===== src/verilog/pcrc_pkg.sv =====
// Shared constants and types of the programmable CRC engine
package pcrc_pkg;

    // ------------------------------------------------------------
    // Widths
    // ------------------------------------------------------------
    localparam int PCRC_DW = 32;             // Data word width
    localparam int PCRC_AW = 8;              // Register address width

    // ------------------------------------------------------------
    // Register byte offsets
    // ------------------------------------------------------------
    localparam logic [7:0] PCRC_OFS_CONFIG = 8'h00;   // crc_config
    localparam logic [7:0] PCRC_OFS_GENERATOR = 8'h04;   // crc_generator
    localparam logic [7:0] PCRC_OFS_INITIAL = 8'h08;   // crc_initial_value
    localparam logic [7:0] PCRC_OFS_FINAL_XOR = 8'h0c;   // crc_final_xor
    localparam logic [7:0] PCRC_OFS_INPUT = 8'h10;   // crc_input_word
    localparam logic [7:0] PCRC_OFS_RESULT = 8'h14;   // crc_result_word

    // ------------------------------------------------------------
    // crc_config field positions
    // ------------------------------------------------------------
    localparam int PCRC_CFG_WIDTH_LSB = 0;   // input_width_select [1:0]
    localparam int PCRC_CFG_IN_ORDER_LSB = 2;   // input_order_select [1:0]
    localparam int PCRC_CFG_OUT_ORDER_LSB = 4;   // output_order_select [1:0]
    localparam int PCRC_CFG_IRQ_EN_BIT = 6;   // Completion interrupt enable
    localparam int PCRC_CFG_DONE_BIT = 7;   // Sticky done flag, write 1 clears
    localparam int PCRC_CFG_BUSY_BIT = 8;   // Step in progress, read only

    // ------------------------------------------------------------
    // Reset values
    // ------------------------------------------------------------
    localparam logic [31:0] PCRC_RST_WORD = 32'h0000_0000;  // All word registers
    localparam logic [1:0] PCRC_RST_FIELD = 2'h0;  // All select fields
    localparam logic PCRC_RST_BIT = 1'b0;  // Enable and flag

    // ------------------------------------------------------------
    // Timing: a step lasts 8 cycles per byte plus this overhead
    // ------------------------------------------------------------
    localparam int PCRC_STEP_OVERHEAD = 2;   // Convert cycle and finish cycle

    // ------------------------------------------------------------
    // Order selection codes
    // ------------------------------------------------------------
    typedef enum logic [1:0] {
        PCRC_MSB_BIG = 2'b00,
        PCRC_MSB_LITTLE = 2'b01,
        PCRC_LSB_BIG = 2'b10,
        PCRC_LSB_LITTLE = 2'b11
    } pcrc_order_t;

endpackage


===== src/verilog/pcrc_if.sv =====
// Register bus between the CRC engine and its processor or DMA master
`timescale 1ns/1ps
interface pcrc_if;
    logic [7:0] addr;     // Register byte address
    logic [31:0] wdata;   // Write data
    logic wr;             // Write strobe, one cycle
    logic rd;             // Read strobe, one cycle
    logic [31:0] rdata;   // Read data, cycle after rd
    logic irq;            // Completion interrupt request

    // Engine end
    modport dev (input addr, input wdata, input wr, input rd, output rdata, output irq);
    // Processor or DMA end
    modport host (output addr, output wdata, output wr, output rd, input rdata, input irq);
endinterface


===== src/verilog/pcrc_device.sv =====
// Programmable CRC engine: register slave, order conversion and LFSR
//
// Behaviour
// - Programmable generator polynomial, length up to 32
// - Input width selectable as 8/16/24/32 bits
// - Successive words extend the running CRC
// - Input word reordered by four bit/byte orders
// - LFSR result reordered by four bit/byte orders
// - Calculation starts from software initial value
// - Result combined with software final xor value
// - Interrupt request raised when a step finishes
// - DMA or processor writes both feed input
// - One config register: mode and busy status
// - Software loads generator before first input word
// - Software loads initial value before first word
// - Final xor loaded first, applied only finally
// - Write-only input register launches each step
// - Readable result register holds converted result
// - Size and order fields steer input conversion
// - Busy flag set at start, cleared at end
// - Step takes 10/18/26/34 cycles by size
// - Output conversion first, then final xor
// - Order codes: MSB/LSB first, big/little endian
`timescale 1ns/1ps
module pcrc_device
    import pcrc_pkg::*;
(
    input wire logic MCLK,
    input wire logic SYS_RST,
    pcrc_if.dev BUS,
    output logic IRQ,
    output logic BUSY
);

    // ------------------------------------------------------------
    // Types
    // ------------------------------------------------------------
    typedef enum logic [1:0] {
        DS_IDLE = 2'b00,   // Waiting for an input word
        DS_PREP = 2'b01,   // Input conversion
        DS_SHIFT = 2'b10,  // One bit per cycle through the LFSR
        DS_DONE = 2'b11    // Output conversion and final xor
    } pcrc_dst_t;

    typedef struct packed {
        pcrc_dst_t st;       // Step sequencer
        logic [1:0] wsel;    // input_width_select
        logic [1:0] isel;    // input_order_select
        logic [1:0] osel;    // output_order_select
        logic ien;           // Interrupt enable
        logic done;          // Sticky step-done flag
        logic [31:0] gen;    // crc_generator, top aligned
        logic [31:0] init;   // crc_initial_value
        logic [31:0] fxor;   // crc_final_xor
        logic [31:0] lfsr;   // Running CRC
        logic [31:0] shw;    // Converted input, shifted out MSB first
        logic [4:0] cnt;     // Remaining shift cycles minus one
        logic [31:0] result; // crc_result_word
        logic [31:0] rdata;  // Read data register
    } pcrc_dreg_t;

    pcrc_dreg_t q;   // Registered state
    pcrc_dreg_t d;   // Next state

    // ------------------------------------------------------------
    // Reordering helpers
    // ------------------------------------------------------------
    // Reverse the bits inside each byte
    function automatic logic [31:0] bit_rev_bytes(input logic [31:0] w);
        logic [31:0] r;
        r = '0;
        for (int i = 0; i < 32; i++)
        begin
            r[(i / 8) * 8 + 7 - (i % 8)] = w[i];
        end
        return r;
    endfunction

    // Reverse the byte order of the word
    function automatic logic [31:0] byte_swap(input logic [31:0] w);
        return {w[7:0], w[15:8], w[23:16], w[31:24]};
    endfunction

    // Apply an order code to a top-aligned word
    function automatic logic [31:0] reorder(input logic [31:0] w, input logic [1:0] sel);
        logic [31:0] r;
        r = sel[0] ? byte_swap(w) : w;            // Little endian
        r = sel[1] ? bit_rev_bytes(r) : r;        // LSB first
        return r;
    endfunction

    // Current crc_config read value
    function automatic logic [31:0] config_word(input pcrc_dreg_t s);
        logic [31:0] r;
        r = '0;
        r[PCRC_CFG_WIDTH_LSB +: 2] = s.wsel;
        r[PCRC_CFG_IN_ORDER_LSB +: 2] = s.isel;
        r[PCRC_CFG_OUT_ORDER_LSB +: 2] = s.osel;
        r[PCRC_CFG_IRQ_EN_BIT] = s.ien;
        r[PCRC_CFG_DONE_BIT] = s.done;
        r[PCRC_CFG_BUSY_BIT] = (s.st != DS_IDLE);
        return r;
    endfunction

    // ------------------------------------------------------------
    // Next-state logic
    // ------------------------------------------------------------
    // Bus access first, sequencer last so a hardware set wins a clear
    always_comb
    begin
        logic fb;
        logic [4:0] shamt;
        fb = 1'b0;
        shamt = '0;
        d = q;
        d.rdata = '0;

        // Register reads, data stand in the following cycle
        if (BUS.rd)
        begin
            unique case (BUS.addr)
                PCRC_OFS_CONFIG: d.rdata = config_word(q);
                PCRC_OFS_GENERATOR: d.rdata = q.gen;
                PCRC_OFS_INITIAL: d.rdata = q.init;
                PCRC_OFS_FINAL_XOR: d.rdata = q.fxor;
                PCRC_OFS_RESULT: d.rdata = q.result;
                default: d.rdata = '0;   // Input word and unmapped read zero
            endcase
        end

        // Register writes from processor or DMA alike
        if (BUS.wr)
        begin
            unique case (BUS.addr)
                PCRC_OFS_CONFIG:
                begin
                    d.wsel = BUS.wdata[PCRC_CFG_WIDTH_LSB +: 2];
                    d.isel = BUS.wdata[PCRC_CFG_IN_ORDER_LSB +: 2];
                    d.osel = BUS.wdata[PCRC_CFG_OUT_ORDER_LSB +: 2];
                    d.ien = BUS.wdata[PCRC_CFG_IRQ_EN_BIT];
                    if (BUS.wdata[PCRC_CFG_DONE_BIT])
                    begin
                        d.done = 1'b0;   // Write one clears the flag
                    end
                end
                PCRC_OFS_GENERATOR: d.gen = BUS.wdata;
                PCRC_OFS_INITIAL:
                begin
                    d.init = BUS.wdata;
                    if (q.st == DS_IDLE)
                    begin
                        d.lfsr = BUS.wdata;   // Seed the running CRC
                    end
                end
                PCRC_OFS_FINAL_XOR: d.fxor = BUS.wdata;
                PCRC_OFS_INPUT:
                begin
                    // Words during a step are dropped
                    if (q.st == DS_IDLE)
                    begin
                        d.shw = BUS.wdata;
                        d.st = DS_PREP;
                    end
                end
                default: ;   // Unmapped writes ignored
            endcase
        end

        // Step sequencer
        unique case (q.st)
            DS_IDLE: ;
            DS_PREP:
            begin
                // Top-align the used bytes, little endian swaps instead
                shamt = {~q.wsel, 3'b000};
                d.shw = q.isel[0] ? reorder(q.shw, q.isel)
                                  : reorder(q.shw << shamt, q.isel);
                d.cnt = {q.wsel, 3'b111};   // Eight shifts per byte
                d.st = DS_SHIFT;
            end
            DS_SHIFT:
            begin
                // MSB-first LFSR on the top-aligned generator
                fb = q.lfsr[31] ^ q.shw[31];
                d.lfsr = {q.lfsr[30:0], 1'b0} ^ (fb ? q.gen : '0);
                d.shw = {q.shw[30:0], 1'b0};
                d.cnt = q.cnt - 5'h1;
                if (q.cnt == '0)
                begin
                    d.st = DS_DONE;
                end
            end
            DS_DONE:
            begin
                d.result = reorder(q.lfsr, q.osel) ^ q.fxor;
                d.done = 1'b1;   // Set wins over a same-cycle clear
                d.st = DS_IDLE;
            end
        endcase
    end

    // ------------------------------------------------------------
    // State register
    // ------------------------------------------------------------
    always_ff @(posedge MCLK)
    begin
        if (SYS_RST)
        begin
            q.st <= DS_IDLE;
            q.wsel <= PCRC_RST_FIELD;
            q.isel <= PCRC_RST_FIELD;
            q.osel <= PCRC_RST_FIELD;
            q.ien <= PCRC_RST_BIT;
            q.done <= PCRC_RST_BIT;
            q.gen <= PCRC_RST_WORD;
            q.init <= PCRC_RST_WORD;
            q.fxor <= PCRC_RST_WORD;
            q.lfsr <= PCRC_RST_WORD;
            q.shw <= PCRC_RST_WORD;
            q.cnt <= '0;
            q.result <= PCRC_RST_WORD;
            q.rdata <= PCRC_RST_WORD;
        end
        else
        begin
            q <= d;
        end
    end

    // ------------------------------------------------------------
    // Outputs
    // ------------------------------------------------------------
    assign BUS.rdata = q.rdata;
    assign BUS.irq = q.done & q.ien;   // Held until cleared or disabled
    assign IRQ = q.done & q.ien;
    assign BUSY = (q.st != DS_IDLE);

endmodule


===== src/flat_wrapper.sv =====
// flat-port wrapper written by rule: the top's interface ports become plain ports
module pcrc_device_flat import pcrc_pkg::*;
  (MCLK, SYS_RST, IRQ, BUSY, BUS_addr, BUS_wdata, BUS_wr, BUS_rd, BUS_rdata, BUS_irq);
  pcrc_if BUS_i ();
  input wire logic MCLK;
  input wire logic SYS_RST;
  output logic IRQ;
  output logic BUSY;
  input wire logic [$bits(BUS_i.addr)-1:0] BUS_addr;
  input wire logic [$bits(BUS_i.wdata)-1:0] BUS_wdata;
  input wire logic [$bits(BUS_i.wr)-1:0] BUS_wr;
  input wire logic [$bits(BUS_i.rd)-1:0] BUS_rd;
  output wire logic [$bits(BUS_i.rdata)-1:0] BUS_rdata;
  output wire logic [$bits(BUS_i.irq)-1:0] BUS_irq;
  assign BUS_i.addr = BUS_addr;
  assign BUS_i.wdata = BUS_wdata;
  assign BUS_i.wr = BUS_wr;
  assign BUS_i.rd = BUS_rd;
  assign BUS_rdata = BUS_i.rdata;
  assign BUS_irq = BUS_i.irq;
  pcrc_device u_core (.MCLK(MCLK), .SYS_RST(SYS_RST), .BUS(BUS_i), .IRQ(IRQ), .BUSY(BUSY));
endmodule

===== config.mk =====
export PLATFORM = sky130hd
export DESIGN_NAME = pcrc_device_flat
export DESIGN_NICKNAME = d
export VERILOG_FILES = /design/src/verilog/pcrc_pkg.sv /design/src/verilog/pcrc_if.sv /design/src/verilog/pcrc_device.sv /design/src/flat_wrapper.sv
export SDC_FILE = /design/constraint.sdc
export NUM_CORES = 1
export LEC_CHECK = 0
export BUFFER_PORTS_ARGS = -buffer_cell sky130_fd_sc_hd__buf_2
export CORE_UTILIZATION = 51
export DETAILED_ROUTE_END_ITERATION = 10
export PLACE_DENSITY_LB_ADDON = 0.3
export SLEW_MARGIN = 20
export SYNTH_ARGS = -nofsm -noshare
export SYNTH_HDL_FRONTEND = slang
export SYNTH_SLANG_ARGS = --single-unit
export TNS_END_PERCENT = 50

===== constraint.sdc =====
create_clock -name MCLK -period 2.9 [get_ports MCLK]
set_input_delay 0.29 -clock MCLK [delete_from_list [all_inputs] [get_ports MCLK]]
set_output_delay 0.29 -clock MCLK [all_outputs]
set_load 0.01 [all_outputs]

After elaboration in Yosys (flattened, before gate mapping)
Index checks and enable logic that the tools add are counted.
Word-level totals
  bits in registers: 239
  logic and storage cells: 75
  output and inout bits: 35
  bits of input ports: 44
Operators by class
  reduce and logical (&&, ||, !) cells: 22
  shifts and indexed selects: 1
  equality and inequality tests: 8
  $add $sub $neg: 1
  mux-type cells: 23
  bitwise logic cells: 6
Operator list (number)
  two-way mux 32 bit: 13
  two-way mux 170 bit: 1
  one-hot mux 32 bit (5 select lines): 1
  one-hot mux 37 bit (2 select lines): 1
  XOR 32 bit: 2
  left shift 32 x 5 -> 32 bit: 1
  equality test 8 x 4 -> 1 bit, second input constant: 2
  equality test 8 x 5 -> 1 bit, second input constant: 2
  nonzero test 2 bit: 8
  AND reduction 3 bit: 3
  nonzero test 3 bit: 3
  equality test 8 x 3 -> 1 bit, second input constant: 1
  zero test 8 bit: 1
  two-way mux 8 bit: 1
  AND reduction 2 bit: 4
  two-way mux 2 bit: 3
  one-hot mux 2 bit (3 select lines): 1
  zero test 5 bit: 1
  subtractor 5 x 1 -> 5 bit, second input constant: 1
  equality test 2 bit, second input constant: 2
  equality test 2 x 1 -> 1 bit, second input constant: 1
  zero test 2 bit: 1
  two-way mux 1 bit: 2
  NOT 2 bit: 1
  4 further kinds: 4

Longest topological paths before layout
Gate-level depths: netlist of the first run.
  word-level depth: 6
  gate-level depth with buffers: 10

Worst setup path before layout of the first run
Ideal clock, no wire load.
  path kind: register to register
  start point: register u_core.q[237] in the netlist's numbering
  end point: register u_core.q[92] in the netlist's numbering
  required time: 2.766 ns
  data arrival time: 1.872 ns
  path slack: 0.894 ns
  setup time: 0.134 ns
  period minus slack after synthesis: 2.006 ns
  stages on the path, launching flop included: 10
  buffers on the path: 3
  path through: dfxtp_1 inv_1 ha_1 clkbuf_1 nor2b_1 clkbuf_1 clkbuf_1 a22o_1 nor4_1 nor3_1
On the way
  longest elaborated chain between the ends: 3
Ends and longest elaborated chain
  start, declared: RTL line pcrc_device.sv:62  | pcrc_dreg_t q;
  equality test 2 x 1 -> 1 bit, or another cell as far along: RTL line pcrc_device.sv:170  | unique case (q.st)
  nonzero test 3 bit (no line)
  AND reduction 3 bit (no line)
Several ways; a longest one is shown, not always the timed one.
A chain may end at the register's enable or synchronous reset.

Worst setup path in the final report of the first run
  start point: register u_core.q[237] in the netlist's numbering
  end point: register u_core.q[89] in the netlist's numbering
The elaborated chain is that of the path after synthesis.

==> metrics.txt, run 1 <==
# TYPE chip_impl_metric gauge
chip_impl_metric{name="count_of_state_elements_after_synthesis",unit=""} 239
chip_impl_metric{name="htree_levels",unit=""} 1
chip_impl_metric{name="layout_worst_path_cycle_share",unit=""} 0.844
chip_impl_metric{name="multi_input_area",unit="sq um"} 7010
chip_impl_metric{name="dpl_worst_slack",unit="ns"} 0.348
chip_impl_metric{name="comb_power_frac",unit=""} 0.249
chip_impl_metric{name="routabilityCongestion",unit=""} 0.935
chip_impl_info{name="synthFlopType",value="sky130_fd_sc_hd__dfxtp_1"} 1
chip_impl_metric{name="critical_path_arrival",unit="ns"} 2.90
chip_impl_metric{name="io-pin-count",unit=""} 79
chip_impl_metric{name="yosys.area_share.xor_xnor",unit=""} 0.0443
chip_impl_metric{name="fin_tns_setup",unit="ns"} 0
chip_impl_metric{name="layoutNonFillerInstCount",unit=""} 1845
chip_impl_metric{name="detailedRoute.firstIterationViolations",unit=""} 1309
chip_impl_info{name="run_status",value="completed"} 1
chip_impl_metric{name="setup_violations",unit=""} 0
chip_impl_metric{name="drt-vias-per-instance",unit=""} 6.29
chip_impl_info{name="clock_tree_from_tritoncts",value="yes"} 1
chip_impl_metric{name="synthesis.area_per_instance",unit="sq um"} 8.30
chip_impl_metric{name="number_of_flops_mapped_to_enable_cells_by_yosys",unit=""} 0
chip_impl_metric{name="detailedRoute.firstPassIterationCount",unit=""} 6
chip_impl_metric{name="grt_pass1_vias",unit=""} 10700
chip_impl_metric{name="synth-warning-count",unit=""} 0
chip_impl_metric{name="sw_frac_of_total",unit=""} 0.340
chip_impl_info{name="combinational_family_with_the_most_area_after_synthesis",value="compound AO/OA/AOI/OAI gates"} 1
chip_impl_info{name="worstSetupStartpointType",value="flip-flop"} 1
chip_impl_metric{name="global_route.usage.total",unit=""} 0.296
chip_impl_metric{name="cts.path.max_buffers",unit=""} 3
chip_impl_metric{name="seq_total_area_yosys",unit=""} 0.378
chip_impl_metric{name="routed-via-count",unit=""} 11600
chip_impl_info{name="layout.cells.most_common_list",value="321 x sky130_fd_sc_hd__nand2_1, 237 x sky130_fd_sc_hd__dfxtp_1, 157 x sky130_fd_sc_hd__a21oi_1, 102 x sky130_fd_sc_hd__nor2_1, 77 x sky130_fd_sc_hd__buf_2"} 1
chip_impl_metric{name="dieHeight",unit="um"} 160
chip_impl_metric{name="p_switching",unit="mW"} 3.28
chip_impl_metric{name="powerDensity",unit="nW/um^2"} 699
chip_impl_metric{name="gr-total-overflow",unit=""} 0
chip_impl_metric{name="achievable-frequency",unit="MHz"} 408
chip_impl_metric{name="cell_area_reported_after_detailed_placement",unit="sq um"} 13000
chip_impl_metric{name="drive_gt1_frac",unit=""} 0.146
chip_impl_metric{name="buffer_ports.inserted",unit=""} 78
chip_impl_metric{name="synth_nets",unit=""} 1575
chip_impl_metric{name="core_region_area",unit="sq um"} 24300
chip_impl_metric{name="numCtsBuffers",unit=""} 26
chip_impl_metric{name="worst_slew_margin_rel",unit=""} 0.456
chip_impl_metric{name="area_growth_syn_to_layout",unit="%"} 9.21
chip_impl_metric{name="synth_area",unit="sq um"} 12700
chip_impl_metric{name="cts_sinks",unit=""} 239
chip_impl_metric{name="antenna_found_initial",unit=""} 0
chip_impl_metric{name="clock_power_share",unit=""} 0.335
chip_impl_metric{name="clk_transition_reported_paths",unit="ns"} 0.07
chip_impl_metric{name="final.fill_count",unit=""} 2215
chip_impl_metric{name="floorplan.initialDensity",unit=""} 0.521
chip_impl_metric{name="dieArea",unit="sq um"} 25500
chip_impl_metric{name="synth-async-reset-ratio",unit=""} 0
chip_impl_metric{name="synth_compound_gate_area_share",unit=""} 0.228
chip_impl_metric{name="drt-total-wl",unit="um"} 38000
chip_impl_metric{name="synthCells",unit=""} 1525
chip_impl_metric{name="mux_share_of_post_synthesis_cell_area",unit=""} 0.102
chip_impl_metric{name="least_setup_slack_across_all_paths_after_layout",unit="ns"} 0.451
chip_impl_metric{name="drt_drc_violations_left",unit=""} 0
chip_impl_info{name="criticalPathCategory",value="flip-flop to flip-flop"} 1
chip_impl_metric{name="final_net_count",unit=""} 1554
chip_impl_metric{name="post-synth-top-area-fraction",unit=""} 0.378
chip_impl_metric{name="clk-insertion-delay-late",unit="ns"} 0.53
chip_impl_info{name="worst_min_delay_path_class",value="primary input to flip-flop"} 1
chip_impl_info{name="yosys.area.top_type",value="sky130_fd_sc_hd__dfxtp_1"} 1
chip_impl_metric{name="fraction_of_the_mapped_netlist_area_in_simple_logic_gates",unit=""} 0.172
chip_impl_metric{name="vdd.ir_drop.worst",unit="mV"} 0.453
chip_impl_metric{name="crit_required",unit="ns"} 3.35
chip_impl_metric{name="die_w",unit="um"} 160
chip_impl_metric{name="post_drt_wl_per_cell",unit="um"} 20.6
chip_impl_metric{name="antenna_violating_nets_post_route",unit=""} 0
chip_impl_metric{name="seq_power_share",unit=""} 0.416
chip_impl_metric{name="cts.hold.buffers_added",unit=""} 0
chip_impl_metric{name="placed_cells",unit=""} 1800
chip_impl_metric{name="maximum_number_of_pins_on_one_net_before_global_route_repair",unit=""} 90
chip_impl_info{name="synth.area.top_cells",value="sky130_fd_sc_hd__dfxtp_1 38%, sky130_fd_sc_hd__nand2_1 9.5%, sky130_fd_sc_hd__a21oi_1 6.2%, sky130_fd_sc_hd__mux4_2 5.7%, sky130_fd_sc_hd__mux2i_1 3.7%"} 1
chip_impl_metric{name="area.sequential",unit="sq um"} 4790
chip_impl_info{name="mostFrequentLayoutCell",value="sky130_fd_sc_hd__nand2_1"} 1
chip_impl_metric{name="timing.final.hold_violations",unit=""} 0
chip_impl_metric{name="final_design_area_no_fill",unit="sq um"} 13800
chip_impl_metric{name="max_slew.worst_pin.slew",unit="ns"} 0.816
chip_impl_metric{name="yosys.area_share.adder",unit=""} 0.00593
chip_impl_info{name="rsz0062_at_grt",value="false"} 1
chip_impl_metric{name="post-route-min-period",unit="ns"} 2.45
chip_impl_metric{name="rows",unit=""} 57
chip_impl_metric{name="maxCapViolCount",unit=""} 0
chip_impl_metric{name="critical_path.max_fanout",unit=""} 42
chip_impl_metric{name="slew_violations",unit=""} 0
chip_impl_metric{name="n_antenna_cell",unit=""} 0
chip_impl_metric{name="p_int",unit="mW"} 6.38
chip_impl_metric{name="clock_skew",unit="ns"} 0.00639
chip_impl_info{name="ctsRootBufferMaster",value="sky130_fd_sc_hd__clkbuf_16"} 1
chip_impl_metric{name="grt_first_pass_wirelength",unit="um"} 60800
chip_impl_info{name="timing.critical_path.to_type",value="flip-flop"} 1
chip_impl_metric{name="synth_cell_types",unit=""} 67
chip_impl_metric{name="detailedPlacementHpwl",unit="um"} 25400
chip_impl_metric{name="total_leakage_power",unit="nW"} 4.30
[power by group through the flow]
stage	clock [mW]	combinational [mW]	sequential (mW)
detailed placement	0	2.35	4.06
CTS	3.25	2.37	3.99
floorplan	0	1.78	3.86
global route	3.38	2.63	4.04
global placement	0	2.32	4.05
finish	3.24	2.40	4.02
[stage by stage]
stage | util | hold slack, ns | power [mW]
after floorplan | - | 0.426 | 5.64
after global placement | 0.535 | 0.438 | 6.37
after detailed placement | 0.535 | 0.443 | 6.41
after CTS | 0.568 | 0.0445 | 9.61
after global routing | 0.568 | 0.0486 | 10.1
final | 0.568 | 0.0558 | 9.66
[path summary, 6_finish.rpt]
path                 startpoint            end  slack [ns]  cells after the start
hold / removal     BUS_wdata[6]  u_core.q[139]        0.06                      3
setup reg to reg  u_core.q[237]   u_core.q[89]        0.45                      9
setup / recovery  u_core.q[237]   u_core.q[89]        0.45                      9
hold reg to reg   u_core.q[166]  u_core.q[166]        0.45                      2
[layout make-up]
cell class | count | area share
flip-flops and latches | 239 | 0.346
inverters | 13 | 0.00353
clock buffers | 38 | 0.0548
clock inverters | 7 | 0.00434
repair buffers | 121 | 0.0548
well taps | 324 | 0.0293
multi-input cells | 1103 | 0.507
[critical path: stages (launching register included)]
cell and delay [ns]:
sky130_fd_sc_hd__dfxtp_1 0.35, sky130_fd_sc_hd__inv_1 0.12, sky130_fd_sc_hd__ha_1 0.19, sky130_fd_sc_hd__buf_4 0.46
sky130_fd_sc_hd__clkinv_1 0.41, sky130_fd_sc_hd__nor2_1 0.17, sky130_fd_sc_hd__buf_4 0.24, sky130_fd_sc_hd__a22o_1 0.16
sky130_fd_sc_hd__nor4_1 0.05, sky130_fd_sc_hd__nor3_1 0.21
[metal layers]
layer,vias to the layer above,GRT usage,share of wire
li1,5384,-,-
met1,5586,0.414,0.43
met2,556,0.467,0.45
met3,82,0.0425,0.085
met4,0,0.105,0.034
met5,-,0,0
[flip-flops by register name (all words and copies together), names as in the netlist]
register and cells:
u_core.BUS.rdata 32, u_core.q 207
[cell usage after synthesis (14+ instances only)]
library cell and n:
sky130_fd_sc_hd__a211oi_1 36, sky130_fd_sc_hd__a21oi_1 157, sky130_fd_sc_hd__a221oi_1 49, sky130_fd_sc_hd__a22oi_1 52, sky130_fd_sc_hd__buf_2 36, sky130_fd_sc_hd__buf_4 40
sky130_fd_sc_hd__clkbuf_1 81, sky130_fd_sc_hd__dfxtp_1 239, sky130_fd_sc_hd__mux2i_1 47, sky130_fd_sc_hd__mux4_2 32, sky130_fd_sc_hd__nand2_1 321, sky130_fd_sc_hd__nand3_1 25
sky130_fd_sc_hd__nor2_1 103, sky130_fd_sc_hd__nor3_1 21, sky130_fd_sc_hd__o21a_1 17, sky130_fd_sc_hd__o21ai_0 29, sky130_fd_sc_hd__o22ai_1 14, sky130_fd_sc_hd__xnor2_1 46
sky130_fd_sc_hd__xor2_1 18
[cell families (layout without fill, tap and decap cells)]
family	count (synthesis)	count (layout)
AOI/OAI and AO/OA	429	429
xor gates and xnor gates	64	64
adders and majority gates	6	6
buffers and inverters	183	179
DFF	239	239
muxes	88	88
and+or+nand+nor	516	516
[what timing repair did]
| item | in CTS | in global routing |
|---|---|---|
| gates resized for setup | 0 | 1 |
| buffers inserted | 0 | 0 |
| endpoints found under the setup margin | 0 | 6 |
Power figures use the tool's default switching activity.
==> inputs of run 2 (changes only) <==
==> constraint.sdc (replaced) <==
create_clock -name MCLK -period 2.5 [get_ports MCLK]
set_input_delay 0.25 -clock MCLK [delete_from_list [all_inputs] [get_ports MCLK]]
set_output_delay 0.25 -clock MCLK [all_outputs]
set_load 0.01 [all_outputs]
==> metrics.txt, run 2 (synthesized netlist as in run 1, its figures left out) <==
# TYPE chip_impl_metric gauge
chip_impl_info{name="max_flop_register",value="u_core.q"} 1
chip_impl_info{name="worstSetupStartpointType",value="flip-flop"} 1
chip_impl_metric{name="powerDensity",unit="nW/um^2"} 813
chip_impl_metric{name="grt_first_pass_wirelength",unit="um"} 61200
chip_impl_metric{name="die_w",unit="um"} 160
chip_impl_metric{name="floorplan.initialDensity",unit=""} 0.521
chip_impl_metric{name="drt-vias-per-instance",unit=""} 6.34
chip_impl_metric{name="cts.path.max_buffers",unit=""} 3
chip_impl_metric{name="seq_power_share",unit=""} 0.412
chip_impl_metric{name="area_growth_syn_to_layout",unit="%"} 10.3
chip_impl_metric{name="sw_frac_of_total",unit=""} 0.339
chip_impl_info{name="criticalPathCategory",value="flip-flop to flip-flop"} 1
chip_impl_metric{name="clock_power_share",unit=""} 0.337
chip_impl_metric{name="achievable-frequency",unit="MHz"} 453
chip_impl_metric{name="maxCapViolCount",unit=""} 0
chip_impl_metric{name="drt_drc_violations_left",unit=""} 0
chip_impl_metric{name="io-pin-count",unit=""} 79
chip_impl_info{name="timing.critical_path.to_type",value="flip-flop"} 1
chip_impl_metric{name="htree_levels",unit=""} 1
chip_impl_metric{name="detailedPlacementHpwl",unit="um"} 25600
chip_impl_info{name="layout.cells.most_common_list",value="321 x sky130_fd_sc_hd__nand2_1, 237 x sky130_fd_sc_hd__dfxtp_1, 157 x sky130_fd_sc_hd__a21oi_1, 102 x sky130_fd_sc_hd__nor2_1, 77 x sky130_fd_sc_hd__buf_2"} 1
chip_impl_metric{name="crit_required",unit="ns"} 2.95
chip_impl_info{name="largestRegisters",value="u_core.q x207, u_core.BUS.rdata x32"} 1
chip_impl_metric{name="maximum_number_of_pins_on_one_net_before_global_route_repair",unit=""} 87
chip_impl_metric{name="p_int",unit="mW"} 7.51
chip_impl_metric{name="vdd.ir_drop.worst",unit="mV"} 0.504
chip_impl_metric{name="slew_violations",unit=""} 0
chip_impl_metric{name="clk_transition_reported_paths",unit="ns"} 0.06
chip_impl_metric{name="total_power",unit="mW"} 11.4
chip_impl_metric{name="setup_violations",unit=""} 0
chip_impl_info{name="rsz0062_at_grt",value="false"} 1
chip_impl_metric{name="layout_worst_path_cycle_share",unit=""} 0.882
chip_impl_metric{name="slowest_delay",unit="ns"} 0.35
chip_impl_metric{name="final_net_count",unit=""} 1563
chip_impl_info{name="clock_tree_from_tritoncts",value="yes"} 1
chip_impl_metric{name="drive_gt1_frac",unit=""} 0.152
chip_impl_metric{name="comb_power_frac",unit=""} 0.251
chip_impl_metric{name="global_route.usage.total",unit=""} 0.299
chip_impl_metric{name="post_drt_wl_per_cell",unit="um"} 20.8
chip_impl_metric{name="rows",unit=""} 57
chip_impl_info{name="mostFrequentLayoutCell",value="sky130_fd_sc_hd__nand2_1"} 1
chip_impl_metric{name="final.fill_count",unit=""} 2173
chip_impl_metric{name="max_slew.worst_pin.slew",unit="ns"} 0.666
chip_impl_metric{name="worst_slew_margin_rel",unit=""} 0.556
chip_impl_metric{name="timing.final.hold_violations",unit=""} 0
chip_impl_metric{name="p_switching",unit="mW"} 3.85
chip_impl_info{name="crit_top_cell",value="sky130_fd_sc_hd__buf_4"} 1
chip_impl_info{name="ctsRootBufferMaster",value="sky130_fd_sc_hd__clkbuf_16"} 1
chip_impl_metric{name="drt-total-wl",unit="um"} 38600
chip_impl_metric{name="post-route-min-period",unit="ns"} 2.21
chip_impl_metric{name="cts.hold.buffers_added",unit=""} 0
chip_impl_metric{name="cts_post_setup_buffers_inserted",unit=""} 0
chip_impl_metric{name="critical_path_arrival",unit="ns"} 2.65
chip_impl_metric{name="largest_reg_flops",unit=""} 207
chip_impl_metric{name="clk-insertion-delay-late",unit="ns"} 0.54
chip_impl_metric{name="antenna_violating_nets_post_route",unit=""} 0
chip_impl_metric{name="total_leakage_power",unit="nW"} 4.37
chip_impl_metric{name="fin_tns_setup",unit="ns"} 0
chip_impl_metric{name="detailedRoute.firstPassIterationCount",unit=""} 5
chip_impl_metric{name="routabilityCongestion",unit=""} 0.922
chip_impl_info{name="run_status",value="completed"} 1
chip_impl_metric{name="routed-via-count",unit=""} 11700
chip_impl_metric{name="cts_sinks",unit=""} 239
chip_impl_info{name="crit_path_max_delay_cell_type",value="sky130_fd_sc_hd__dfxtp_1"} 1
chip_impl_metric{name="grt_pass1_vias",unit=""} 10900
chip_impl_metric{name="buffer_ports.inserted",unit=""} 78
chip_impl_metric{name="dieArea",unit="sq um"} 25500
chip_impl_metric{name="gr-total-overflow",unit=""} 0
chip_impl_metric{name="detailedRoute.firstIterationViolations",unit=""} 1283
chip_impl_metric{name="numCtsBuffers",unit=""} 27
chip_impl_metric{name="critical_path.max_fanout",unit=""} 19
chip_impl_metric{name="antenna_found_initial",unit=""} 0
chip_impl_metric{name="clock_skew",unit="ns"} 0.0185
chip_impl_metric{name="dieHeight",unit="um"} 160
chip_impl_metric{name="n_antenna_cell",unit=""} 0
chip_impl_info{name="worst_min_delay_path_class",value="primary input to flip-flop"} 1
chip_impl_info{name="crit_path_cell_trace",value="inv_1, ha_1, buf_4, clkinv_1, nor2_1, buf_4, a22o_1, nor4_1, nor3_1"} 1
chip_impl_metric{name="core_region_area",unit="sq um"} 24300
-- run 2: changes by cell type in the layout (fill, tap and decap cells not counted) --
cell                         before  now
sky130_fd_sc_hd__clkbuf_1         7    6
sky130_fd_sc_hd__inv_6            0    1
sky130_fd_sc_hd__buf_12           3    7
sky130_fd_sc_hd__clkinvlp_4       0    2
sky130_fd_sc_hd__buf_4           40   44
sky130_fd_sc_hd__clkbuf_8         4    6
sky130_fd_sc_hd__clkinv_2         6    3
-- run 2: final cells by class --
class	count	area (sq um)	share of cell area
clock buffer	39	781	0.0559
inverter	13	48.8	0.00349
tap	324	405	0.0290
timing repair buffer	129	867	0.0621
clock inverter	7	68.8	0.00493
sequential	239	4790	0.343
multi-input combinational	1103	7010	0.502
-- run 2: power groups by stage --
stage | sequential (mW) | clock [mW] | combinational (mW)
floorplan | 4.48 | 0 | 2.06
global placement | 4.71 | 0 | 2.74
detailed placement | 4.73 | 0 | 2.80
CTS | 4.64 | 3.87 | 2.82
global route | 4.70 | 4.03 | 3.11
finish | 4.67 | 3.83 | 2.85
-- run 2: worst paths after layout --
| check | from | endpoint | slack (ns) | cells past startpoint |
|---|---|---|---|---|
| setup / recovery | u_core.q[237] | u_core.q[91] | 0.29 | 9 |
| hold / removal | BUS_wdata[6] | u_core.q[171] | 0.01 | 3 |
| setup reg to reg | u_core.q[237] | u_core.q[91] | 0.29 | 9 |
| hold reg to reg | u_core.q[171] | u_core.BUS.rdata[6] | 0.45 | 2 |
-- run 2: what timing repair did --
action,CTS,global route
setup endpoints to repair,0,13
gates resized for setup,0,1
endpoints found under the hold margin,0,0
-- run 2: critical path, delay by kind of cell, from the launching register on --
kind | cells | cell delay [ns]
flip-flops | 1 | 0.35
AND/OR/NAND/NOR | 3 | 0.40
adder cells (fa/ha/maj) | 1 | 0.24
AO/OA/AOI/OAI | 1 | 0.17
buffers and inverters | 4 | 0.95
-- run 2: layer usage --
metal	vias to the layer above	GRT usage	routed length [um]
li1	5405	-	-
met1	5706	0.418	16300
met2	552	0.464	17700
met3	83	0.0508	3440
met4	0	0.111	1140
met5	-	0	0
-- run 2: stage by stage --
| stage | cell area [sq um] | hold WS, ns | utilization | std cells | setup WS [ns] |
|---|---|---|---|---|---|
| after floorplan | 12700 | 0.386 | - | 1525 | 0.494 |
| after global placement | 13100 | 0.437 | 0.539 | 1808 | 0.260 |
| after detailed placement | 13100 | 0.441 | 0.539 | 1808 | 0.171 |
| after CTS | 14000 | 0.00318 | 0.574 | 1854 | 0.124 |
| after global routing | 14000 | 0.00176 | 0.574 | 1854 | 0.109 |
| final | 14000 | 0.0132 | 0.574 | 1854 | 0.295 |
==> inputs of run 3 (changes only) <==
--- a/config.mk
+++ b/config.mk
@@ -8,7 +8,7 @@
 export BUFFER_PORTS_ARGS = -buffer_cell sky130_fd_sc_hd__buf_2
 export CORE_UTILIZATION = 51
 export DETAILED_ROUTE_END_ITERATION = 10
-export PLACE_DENSITY_LB_ADDON = 0.3
+export PLACE_DENSITY = 0.73
 export SLEW_MARGIN = 20
 export SYNTH_ARGS = -nofsm -noshare
 export SYNTH_HDL_FRONTEND = slang
==> metrics.txt, run 3 (synthesized netlist as in run 1, its figures left out) <==
# TYPE chip_impl_metric gauge
chip_impl_metric{name="antenna_found_initial",unit=""} 0
chip_impl_metric{name="dieHeight",unit="um"} 160
chip_impl_metric{name="clk-insertion-delay-late",unit="ns"} 0.53
chip_impl_metric{name="maxCapViolCount",unit=""} 0
chip_impl_metric{name="buffer_ports.inserted",unit=""} 78
chip_impl_metric{name="gr-total-overflow",unit=""} 0
chip_impl_metric{name="p_int",unit="mW"} 7.55
chip_impl_metric{name="powerDensity",unit="nW/um^2"} 814
chip_impl_metric{name="final_design_area_no_fill",unit="sq um"} 14000
chip_impl_info{name="max_flop_register",value="u_core.q"} 1
chip_impl_metric{name="slew_violations",unit=""} 0
chip_impl_metric{name="crit_required",unit="ns"} 2.94
chip_impl_metric{name="cts_sinks",unit=""} 239
chip_impl_metric{name="grt_pass1_vias",unit=""} 10700
chip_impl_info{name="clock_tree_from_tritoncts",value="yes"} 1
chip_impl_metric{name="dieArea",unit="sq um"} 25500
chip_impl_metric{name="routabilityCongestion",unit=""} 0.928
chip_impl_metric{name="comb_power_frac",unit=""} 0.250
chip_impl_metric{name="detailedPlacementHpwl",unit="um"} 25800
chip_impl_metric{name="global_route.usage.total",unit=""} 0.297
chip_impl_metric{name="core_region_area",unit="sq um"} 24300
chip_impl_metric{name="fin_tns_setup",unit="ns"} 0
chip_impl_metric{name="die_w",unit="um"} 160
chip_impl_metric{name="regToRegSetupSlack",unit="ns"} 0.28
chip_impl_info{name="rsz0062_at_grt",value="false"} 1
chip_impl_metric{name="max_slew.worst_pin.slew",unit="ns"} 0.831
chip_impl_metric{name="worstRegToRegCells",unit=""} 6
chip_impl_info{name="worstSetupStartpointType",value="flip-flop"} 1
chip_impl_metric{name="routed-via-count",unit=""} 11600
chip_impl_metric{name="floorplan.initialDensity",unit=""} 0.521
chip_impl_info{name="layout.cells.most_common_list",value="321 x sky130_fd_sc_hd__nand2_1, 237 x sky130_fd_sc_hd__dfxtp_1, 157 x sky130_fd_sc_hd__a21oi_1, 102 x sky130_fd_sc_hd__nor2_1, 77 x sky130_fd_sc_hd__buf_2"} 1
chip_impl_metric{name="largest_reg_flops",unit=""} 207
chip_impl_metric{name="clock_skew",unit="ns"} 0.00660
chip_impl_metric{name="detailedRoute.firstIterationViolations",unit=""} 1196
chip_impl_info{name="worst_min_delay_path_class",value="primary input to flip-flop"} 1
chip_impl_info{name="criticalPathCategory",value="flip-flop to flip-flop"} 1
chip_impl_metric{name="drt-vias-per-instance",unit=""} 6.25
chip_impl_metric{name="worst_slew_margin_rel",unit=""} 0.444
chip_impl_metric{name="critical_path.max_fanout",unit=""} 21
chip_impl_metric{name="cts.path.max_buffers",unit=""} 3
chip_impl_info{name="mostFrequentLayoutCell",value="sky130_fd_sc_hd__nand2_1"} 1
chip_impl_info{name="ctsRootBufferMaster",value="sky130_fd_sc_hd__clkbuf_16"} 1
chip_impl_metric{name="setup_violations",unit=""} 0
chip_impl_metric{name="final_core_occ",unit=""} 0.577
chip_impl_metric{name="clk_transition_reported_paths",unit="ns"} 0.06
chip_impl_metric{name="drive_gt1_frac",unit=""} 0.154
chip_impl_metric{name="detailedRoute.firstPassIterationCount",unit=""} 5
chip_impl_metric{name="rows",unit=""} 57
chip_impl_metric{name="timing.final.hold_violations",unit=""} 0
chip_impl_metric{name="vdd.ir_drop.worst",unit="mV"} 0.582
chip_impl_metric{name="seq_power_share",unit=""} 0.408
chip_impl_metric{name="io-pin-count",unit=""} 79
chip_impl_info{name="run_status",value="completed"} 1
chip_impl_metric{name="cts_post_setup_buffers_inserted",unit=""} 0
chip_impl_metric{name="grt_first_pass_wirelength",unit="um"} 60800
chip_impl_metric{name="total_leakage_power",unit="nW"} 4.40
chip_impl_metric{name="n_antenna_cell",unit=""} 0
chip_impl_metric{name="timing.hold.worst_path_depth",unit=""} 3
chip_impl_metric{name="drt-total-wl",unit="um"} 38700
chip_impl_metric{name="layout_worst_path_cycle_share",unit=""} 0.887
chip_impl_metric{name="p_switching",unit="mW"} 3.86
chip_impl_metric{name="achievable-frequency",unit="MHz"} 451
chip_impl_info{name="largestRegisters",value="u_core.q x207, u_core.BUS.rdata x32"} 1
chip_impl_metric{name="final_net_count",unit=""} 1567
chip_impl_metric{name="antenna_violating_nets_post_route",unit=""} 0
chip_impl_metric{name="maximum_number_of_pins_on_one_net_before_global_route_repair",unit=""} 66
chip_impl_metric{name="drt_drc_violations_left",unit=""} 0
chip_impl_metric{name="sw_frac_of_total",unit=""} 0.338
chip_impl_metric{name="post_drt_wl_per_cell",unit="um"} 20.8
chip_impl_metric{name="clock_power_share",unit=""} 0.342
chip_impl_info{name="timing.critical_path.to_type",value="flip-flop"} 1
chip_impl_metric{name="cell_area_reported_after_detailed_placement",unit="sq um"} 13100
chip_impl_metric{name="htree_levels",unit=""} 1
chip_impl_metric{name="post-route-min-period",unit="ns"} 2.22
chip_impl_metric{name="numCtsBuffers",unit=""} 28
chip_impl_metric{name="fin_worst_hold_slack",unit="ns"} 0.0266
chip_impl_metric{name="critical_path_arrival",unit="ns"} 2.66
chip_impl_metric{name="area_growth_syn_to_layout",unit="%"} 10.8
## run 3: final timing paths
kind | to | startpoint
worst max-delay path | u_core.q[132] | u_core.q[237]
worst min-delay path | u_core.q[149] | BUS_wdata[16]
worst min register to register | u_core.q[168] | u_core.q[168]
worst max register to register | u_core.q[132] | u_core.q[237]
## run 3: stage by stage
stage	setup WS (ns)	std cells	power [mW]
finish	0.283	1861	11.4
CTS	0.0975	1861	11.4
global route	0.125	1861	11.9
global placement	0.311	1810	7.42
floorplan	0.494	1525	6.55
detailed placement	0.136	1810	7.49
## run 3: timing repair
| action | in CTS | in global routing |
|---|---|---|
| setup endpoints to repair | 0 | 14 |
| gates resized for setup | 0 | 2 |
| hold endpoints to repair | 2 | 0 |
| hold buffers | 1 | 0 |
## run 3: power groups by stage
stage	sequential [mW]	combinational (mW)	clock (mW)
floorplan	4.48	2.06	0
global placement	4.69	2.73	0
detailed placement	4.71	2.78	0
CTS	4.63	2.80	3.95
global route	4.68	3.09	4.12
finish	4.66	2.85	3.91
## run 3: metal layers
metal,part of all wire,global-route usage
met5,0,0
met4,0.029,0.0988
met3,0.084,0.0451
met2,0.46,0.481
met1,0.42,0.406
## run 3: final cells by class
class	count	area (sq um)
fill	2167	10300
multi-input combinational	1103	7010
sequential	239	4790
timing repair buffer	132	892
clock buffer	43	838
tap	324	405
inverter	13	48.8
clock inverter	7	41.3
## run 3: worst max-delay path: stages, from the launching register on
cell and delay [ns]:
sky130_fd_sc_hd__dfxtp_1 0.41, sky130_fd_sc_hd__inv_1 0.11, sky130_fd_sc_hd__ha_1 0.25, sky130_fd_sc_hd__buf_4 0.24
sky130_fd_sc_hd__a31oi_2 0.69, sky130_fd_sc_hd__a22oi_1 0.18, sky130_fd_sc_hd__o21ai_0 0.22
